--- config.mk ---
export PLATFORM = sky130hd
export DESIGN_NAME = reset_strap_capture_decode
export DESIGN_NICKNAME = d
export VERILOG_FILES = /design/src/rtl/strap_pkg.sv /design/src/rtl/reset_strap_capture_decode.sv
export VERILOG_INCLUDE_DIRS = /design/src /design/src/rtl
export SDC_FILE = /design/constraint.sdc
export NUM_CORES = 1
export LEC_CHECK = 0
export BUFFER_PORTS_ARGS = -buffer_cell sky130_fd_sc_hd__buf_2
export CAP_MARGIN = 40
export CORE_AREA = 2 2 65 67
export DETAILED_ROUTE_END_ITERATION = 10
export DIE_AREA = 0 0 67 69
export GPL_TIMING_DRIVEN = 0
export HOLD_SLACK_MARGIN = 0.1
export PLACE_DENSITY = 0.69
export SLEW_MARGIN = 20
export SYNTH_ARGS = -nofsm -noshare
export SYNTH_HDL_FRONTEND = slang
export SYNTH_SLANG_ARGS = --single-unit
--- constraint.sdc ---
create_clock -name clk -period 1 [get_ports clk]
set_input_delay 0.15 -clock clk [delete_from_list [all_inputs] [get_ports clk]]
set_output_delay 0.15 -clock clk [all_outputs]
set_load 0.02 [all_outputs]
--- src/rtl/strap_cfg.svh ---
// Strap capture constants and the function list
// Function
// - All strap levels are caught when the chip reset is released and held until the next reset.
// - Three address straps form the low three management address bits, high giving 1 and low giving 0.
// - The two upper bits of the five-bit management address are always zero.
// - The caught address is the device's own management address, compared against every transaction.
// - A low broadcast strap makes the device answer at address 0 as well; a high one only at its own address.
// - The broadcast strap only sets the reset default of the broadcast enable bit, as its inverse.
// - Mode codes 1000 and 1010 advertise 10/100 only, 1100 only 1000 full, 1110 both 1000 full and 10/100.
// - No functional mode advertises 1000 Mb/s half duplex.
// - Mode code 0100 enters NAND tree test and 0111 powers the whole device down.
// - A high clock-output strap drives the reference clock out; a low one keeps the output disabled.
// - The clock output carries the local clock by default, with a selectable recovered receive clock.
// - A high LED strap selects individual-Led_style_strap, a low one tri-color-Led_style_strap.
`ifndef STRAP_CFG_SVH
`define STRAP_CFG_SVH
`define MGMT_ADDR_W 5
`define MGMT_ADDR_HI 2'h0
`define MODE_RMII_LED 4'h8
`define MODE_RMII_IRQ 4'hA
`define MODE_GIG_ONLY 4'hC
`define MODE_GIG_ALL 4'hE
`define MODE_NAND_TREE 4'h4
`define MODE_POWER_DOWN 4'h7
`endif

--- src/rtl/strap_pkg.sv ---
// Types for the strap capture block
package strap_pkg;
    typedef enum logic [2:0] {
        MODE_RESERVED,
        MODE_RGMII_LED_WAKE,
        MODE_RGMII_IRQ_WAKE,
        MODE_RGMII_GIG_ONLY,
        MODE_RGMII_GIG_ALL,
        MODE_NAND_TREE,
        MODE_POWER_DOWN
    } dev_mode_t;
endpackage

--- src/rtl/reset_strap_capture_decode.sv ---
// Strap capture at reset release and decode of settings
//
// Decided for this implementation: the address-and-strobe port and the address map.
`include "strap_cfg.svh"
module reset_strap_capture_decode (
    input wire logic clk,
    input wire logic rst_n,
    input wire logic [2:0] mgmt_addr_strap,
    input wire logic broadcast_addr_strap,
    input wire logic [3:0] mode_strap,
    input wire logic refclk_out_enable_strap,
    input wire logic led_style_strap,
    input wire logic [4:0] mgmt_txn_addr,
    input wire logic mgmt_txn_valid,
    input wire logic broadcast_wr_en,
    input wire logic broadcast_wr_data,
    input wire logic refclk_sel_recovered,
    output logic [4:0] mgmt_addr,
    output logic broadcast_addr_enable_bit,
    output logic mgmt_addr_match,
    output strap_pkg::dev_mode_t dev_mode,
    output logic adv_1000_full,
    output logic adv_1000_half,
    output logic adv_10_100_full,
    output logic adv_10_100_half,
    output logic nand_tree_mode,
    output logic power_down_mode,
    output logic mode_reserved,
    output logic wake_on_indicator,
    output logic wake_on_irq_pin,
    output logic refclk_out_enable,
    output logic refclk_out_recovered,
    output logic led_individual_mode
);

    // ==========================================================
    // Reset release and strap synchronisers
    logic rst_meta, rst_sync;
    logic [9:0] strap_meta, strap_sync;
    logic captured;
    logic next_captured;

    always_ff @(posedge clk or negedge rst_n) begin
        if (!rst_n) begin
            rst_meta <= 1'b0;
            rst_sync <= 1'b0;
        end else begin
            rst_meta <= 1'b1;
            rst_sync <= rst_meta;
        end
    end

    always_ff @(posedge clk or negedge rst_n) begin
        if (!rst_n) begin
            strap_meta <= 10'h000;
            strap_sync <= 10'h000;
        end else begin
            strap_meta <= {mgmt_addr_strap, broadcast_addr_strap, mode_strap,
                           refclk_out_enable_strap, led_style_strap};
            strap_sync <= strap_meta;
        end
    end

    // ==========================================================
    // One-shot capture after release
    logic [2:0] addr_lo, next_addr_lo;
    logic bcast_strap_q, next_bcast_strap_q;
    logic [3:0] mode_q, next_mode_q;
    logic clk_en_q, next_clk_en_q;
    logic led_q, next_led_q;
    logic bcast_en, next_bcast_en;

    // Straps settle by board design; sampled once, later changes ignored
    always_comb begin
        next_captured = captured;
        next_addr_lo = addr_lo;
        next_bcast_strap_q = bcast_strap_q;
        next_mode_q = mode_q;
        next_clk_en_q = clk_en_q;
        next_led_q = led_q;
        next_bcast_en = bcast_en;
        if (!captured) begin
            next_captured = 1'b1;
            {next_addr_lo, next_bcast_strap_q, next_mode_q, next_clk_en_q, next_led_q} = strap_sync;
            next_bcast_en = ~strap_sync[6];
        end else if (broadcast_wr_en) begin
            next_bcast_en = broadcast_wr_data;
        end
    end

    always_ff @(posedge clk or negedge rst_sync) begin
        if (!rst_sync) begin
            captured <= 1'b0;
            addr_lo <= 3'h0;
            bcast_strap_q <= 1'b0;
            mode_q <= 4'h0;
            clk_en_q <= 1'b0;
            led_q <= 1'b0;
            bcast_en <= 1'b0;
        end else begin
            captured <= next_captured;
            addr_lo <= next_addr_lo;
            bcast_strap_q <= next_bcast_strap_q;
            mode_q <= next_mode_q;
            clk_en_q <= next_clk_en_q;
            led_q <= next_led_q;
            bcast_en <= next_bcast_en;
        end
    end

    // ==========================================================
    // Decode, registered onto outputs
    strap_pkg::dev_mode_t next_dev_mode;
    logic [3:0] next_adv;
    logic next_match;

    always_comb begin
        next_adv = 4'h0;
        case (mode_q)
            `MODE_RMII_LED: begin
                next_dev_mode = strap_pkg::MODE_RGMII_LED_WAKE;
                next_adv = 4'h3;
            end
            `MODE_RMII_IRQ: begin
                next_dev_mode = strap_pkg::MODE_RGMII_IRQ_WAKE;
                next_adv = 4'h3;
            end
            `MODE_GIG_ONLY: begin
                next_dev_mode = strap_pkg::MODE_RGMII_GIG_ONLY;
                next_adv = 4'h8;
            end
            `MODE_GIG_ALL: begin
                next_dev_mode = strap_pkg::MODE_RGMII_GIG_ALL;
                next_adv = 4'hB;
            end
            `MODE_NAND_TREE: next_dev_mode = strap_pkg::MODE_NAND_TREE;
            `MODE_POWER_DOWN: next_dev_mode = strap_pkg::MODE_POWER_DOWN;
            default: next_dev_mode = strap_pkg::MODE_RESERVED;
        endcase
        if (!captured) begin
            next_dev_mode = strap_pkg::MODE_RESERVED;
            next_adv = 4'h0;
        end
        // Own address always; address 0 too when broadcast enabled
        next_match = mgmt_txn_valid && captured &&
                     ((mgmt_txn_addr == {`MGMT_ADDR_HI, addr_lo}) ||
                      (bcast_en && mgmt_txn_addr == 5'h00));
    end

    always_ff @(posedge clk or negedge rst_sync) begin
        if (!rst_sync) begin
            mgmt_addr <= 5'h00;
            broadcast_addr_enable_bit <= 1'b0;
            mgmt_addr_match <= 1'b0;
            dev_mode <= strap_pkg::MODE_RESERVED;
            adv_1000_full <= 1'b0;
            adv_1000_half <= 1'b0;
            adv_10_100_full <= 1'b0;
            adv_10_100_half <= 1'b0;
            nand_tree_mode <= 1'b0;
            power_down_mode <= 1'b0;
            mode_reserved <= 1'b0;
            wake_on_indicator <= 1'b0;
            wake_on_irq_pin <= 1'b0;
            refclk_out_enable <= 1'b0;
            refclk_out_recovered <= 1'b0;
            led_individual_mode <= 1'b0;
        end else begin
            mgmt_addr <= {`MGMT_ADDR_HI, addr_lo};
            broadcast_addr_enable_bit <= bcast_en;
            mgmt_addr_match <= next_match;
            dev_mode <= next_dev_mode;
            adv_1000_full <= next_adv[3];
            adv_1000_half <= next_adv[2];
            adv_10_100_full <= next_adv[1];
            adv_10_100_half <= next_adv[0];
            nand_tree_mode <= next_dev_mode == strap_pkg::MODE_NAND_TREE;
            power_down_mode <= next_dev_mode == strap_pkg::MODE_POWER_DOWN;
            mode_reserved <= captured && next_dev_mode == strap_pkg::MODE_RESERVED;
            wake_on_indicator <= next_dev_mode == strap_pkg::MODE_RGMII_LED_WAKE;
            wake_on_irq_pin <= next_dev_mode == strap_pkg::MODE_RGMII_IRQ_WAKE;
            refclk_out_enable <= captured && clk_en_q;
            refclk_out_recovered <= captured && clk_en_q && refclk_sel_recovered;
            led_individual_mode <= captured && led_q;
        end
    end

endmodule

==> impl_summary.log <==
[metrics] switching component of the power: about 0.93 mW
[metrics] global route total overflow: 0
[metrics] placed wire-length estimate: 1752 um
[metrics] Worst Path Class, Setup: flop to output pin
[metrics] global-route wire length before repair: approximately 4200 um
[metrics] upper clock frequency limit: about 940 MHz
[metrics] Mapped Cells: 110
[metrics] count of inserted antenna diode cells: 0
[metrics] routability congestion estimate: about 0.74
[metrics] slack of the critical path: -0.06760 ns
[metrics] quantity of I/O buffers inserted on ports: 39
[metrics] overall die width: between 60 and 70 um
[metrics] destination of the worst hold path: bcast_en
[metrics] FILL cells: approximately 320
[metrics] clock network power share: 0.309
[metrics] CTS clock-pin slew for the worst setup and hold paths: 0.09 ns
[metrics] number of sinks on the clock net: just over 50
[metrics] worst hold path startpoint: broadcast_wr_data
[metrics] hold path cells: 3
[metrics] portion of total power attributed to sequential cells: 0.566
[metrics] instance count on the critical path: 2
[metrics] vias in the first global route: 995
[metrics] count of vias placed by the detailed router: just over 1,000
[metrics] number of nets in the finished design: 198
[metrics] Crit-path slowest cell: dfrtp_1
[metrics] top library cells by usage in the layout, fill and taps aside: 48 x dfrtp_1, 33 x buf_2, 15 x dlygate4sd3_1, 12 x buf_6
[metrics] wire length per cell after detailed routing: between 10 and 15 um
[metrics] starting density of the core: 0.4287
[metrics] sequential area share after synthesis: 0.7606
[metrics] internal power consumption: 3.086 mW
[metrics] commonest non-fill, non-tap cell in the layout: dfrtp_1
[metrics] portion of the clock cycle consumed by the worst path in the final layout: 1.068
[metrics] Final Instance Area: ~2400 um2
[metrics] clock root cell: clkbuf_8
[metrics] largest net degree at the start of global routing: 23
[metrics] routed wire length: about 2700 um
[metrics] Required @ worst endpoint: between 0.8 and 0.9 ns
[metrics] max-slew violation total from the final report: 0
[metrics] proportion of total power due to net switching: 0.2323
[metrics] Reg2Reg Setup Slack: -0.03 ns
[metrics] CTS tree: built
[metrics] Mapped Avg Cell Area: approximately 15 um2
[metrics] violations in the final reports: setup timing
[metrics] Yosys cell types: 29
[metrics] maximum ir drop on the vdd rail: approximately 1200 uV
[metrics] number of buffers created by CTS: 5
[metrics] cell seen most often among critical-path stages: buf_6
[metrics] final number of setup-violating endpoints: 4
[metrics] Hold Vio Cnt, Final: 0
[metrics] count of unresolved DRC violations after routing: 0
[metrics] instance area after placement: 1958 um2
[metrics] critical path's largest stage delay: between 0.3 and 0.4 ns
[metrics] drt pass-1 iters: 2
[metrics] CTS HTree Levels: 2
[metrics] insertion delay of the later-clocked pin in the worst-skew pair: between 0.2 and 0.3 ns
[metrics] element type at the critical path end: output pin
[metrics] outcome: finished with violations
[metrics] area growth from synthesis to layout: 40.57%
[metrics] max_cap viols: 0
[metrics] number of antenna-violating nets in the routed design: 0
[metrics] total power per unit cell area: between 1500 and 2000 nW/um2
[metrics] part of the total power dissipated in combinational logic: 0.125
[metrics] final core utilization: 0.6026
[metrics] std cell rows: 23
[metrics] Ports: 43
[metrics] Max Buffers Root-to-Sink: 2
[metrics] Synth warnings: 0
[metrics] type of the worst min-delay path: input port to flop
[metrics] sum of buffers and inverters on the critical path: 2
[metrics] GRT Resource Usage Total: 0.1227
[metrics] Crit Reg-Reg Startpoint: bcast_en
[metrics] sequence of cells on the critical path: buf_6 > buf_6
[metrics] synthesized flop and latch total: between 50 and 60
[metrics] number of DRC violations after detailed-routing iteration 0: 23
[metrics] crit path launch type: flop
[metrics] combined area of all synthesized cells: 1678 um2
[metrics] capture point of the worst reg-to-reg path: mgmt_addr_match
[metrics] number of antenna violations at the first check in global routing: 0
[metrics] critical path's top delay family: flip-flops
[metrics] total core area: slightly below 4000 um2
[metrics] proportion of layout cells with a drive suffix above 1: 0.4438
[metrics] die outline area: 4623 um2
[metrics] static leakage power: about 1.1 nW
[metrics] unrepaired setup endpoints after global routing: yes
[metrics] post-DR vias/cell: approximately 4.4
[metrics] Die Y-Extent: 69 um
[metrics] crit path max fanout: 2
[metrics] signal arrival time at the worst endpoint: about 0.92 ns
[metrics] setup clock skew after layout: 0.004574 ns
[metrics] cell count of the worst reg-to-reg path: 2
[metrics] post-layout min period: 1.068 ns
## kinds of logic (layout without fill, tap and decap cells)
logic type / count (synthesis) / in the layout / synth area share
other cells: 2 / 5 / 0.004476
mux: 9 / 9 / 0.05891
buf+inv: 12 / 77 / 0.04176
compound gates: 7 / 7 / 0.02684
flops: 51 / 51 / 0.7606
xor+xnor: 4 / 4 / 0.02088
simple gates: 25 / 25 / 0.08652
## power by group through the flow
stage                     Clock, mW  Sequential (mW)  Combinational (mW)
after floorplan                   0             2.34               0.190
after global placement            0             2.29               0.365
after detailed placement          0             2.29               0.391
after CTS                      1.26             2.27               0.452
after global routing           1.37             2.30               0.544
final                          1.24             2.28               0.502
## routing by layer
layer / share of wire / GRT usage / vias up
met1: 0.40 / 0.1312 / 487
met4: 0.0086 / 0.05442 / 0
met2: 0.54 / 0.2068 / 32
met5: 0 / 0 / -
li1: - / - / 485
met3: 0.054 / 0.05057 / 4
## synth_stat cells (all sizes together)
library cell	count	share of area
nor2b	1	0.0037
conb	2	0.0045
o21a	1	0.0045
dfrtp	51	0.76
nand2b	1	0.0037
mux2i	2	0.012
o211ai	1	0.0045
clkbuf	2	0.0060
o21ai	3	0.0089
xnor2	3	0.016
and2	4	0.016
and3	1	0.0037
nand3b	1	0.0045
nand2	2	0.0045
nand3	1	0.0030
nor3	1	0.0030
nor2	7	0.016
a21oi	1	0.0030
xor2	1	0.0052
o211a	1	0.0060
inv	2	0.0045
nor4b	2	0.010
mux2	7	0.047
nor4	2	0.0075
nand4b	1	0.0052
buf	8	0.031
or4b	1	0.0060
## worst max-delay path by stage
| stage | start | endpoint | slack (ns) |
|---|---|---|---|
| CTS | adv_10_100_full | adv_10_100_half | -0.08 |
| floorplan | mode_q[1] | mode_reserved | 0.01 |
| detailed placement | mode_q[1] | mode_reserved | -0.06 |
| global route | adv_10_100_full | adv_10_100_half | -0.11 |
| finish | adv_10_100_full | adv_10_100_half | -0.07 |
| global placement | rst_sync | wake_on_indicator | -0.16 |
## cell type report
cell class                 count  area, um2  area share
buffer                         8      75.07     0.03183
clock buffer                   7      96.34     0.04085
clock inverter                 1      7.507    0.003183
inverter                       2      7.507    0.003183
multi-input combinational     50      401.6      0.1703
sequential                    51       1280      0.5427
tap                           50      62.56     0.02653
timing repair buffer          59      427.9      0.1814
## tightest hold or removal path: cells and delay by family
kind	cells	cell delay (ns)
buf+inv	1	0.07
mux	2	0.18
## through the flow
stage / std cells / worst slack (ns) / hold WS (ns) / power [mW] / TNS (ns)
after floorplan: 113 / 0.01329 / -0.1456 / 2.531 / 0
after global placement: 202 / -0.1600 / 0.1092 / 2.655 / -4.728
after detailed placement: 203 / -0.06248 / 0.1198 / 2.683 / -0.1518
after CTS: 225 / -0.08229 / 0.1280 / 3.982 / -0.09421
after global routing: 228 / -0.1136 / 0.1455 / 4.209 / -0.4093
final: 228 / -0.06760 / 0.1506 / 4.020 / -0.1197
## flip-flops by register name (all words and copies together), names as in the netlist, 3 cells and up
register / flops
strap_sync: 10
dev_mode: 3
addr_lo: 3
strap_meta: 10
mode_q: 4
mgmt_addr: 3
## repair_timing
item | CTS | global route
cloned | 0 | 2
pin swaps | 1 | 4
hold endpoints to repair | 34 | 0
setup buffers | 1 | 1
resized for setup | 14 | 24
hold buffers | 15 | 0
setup endpoints to repair | 7 | 22
Power figures use the tool's default switching activity.
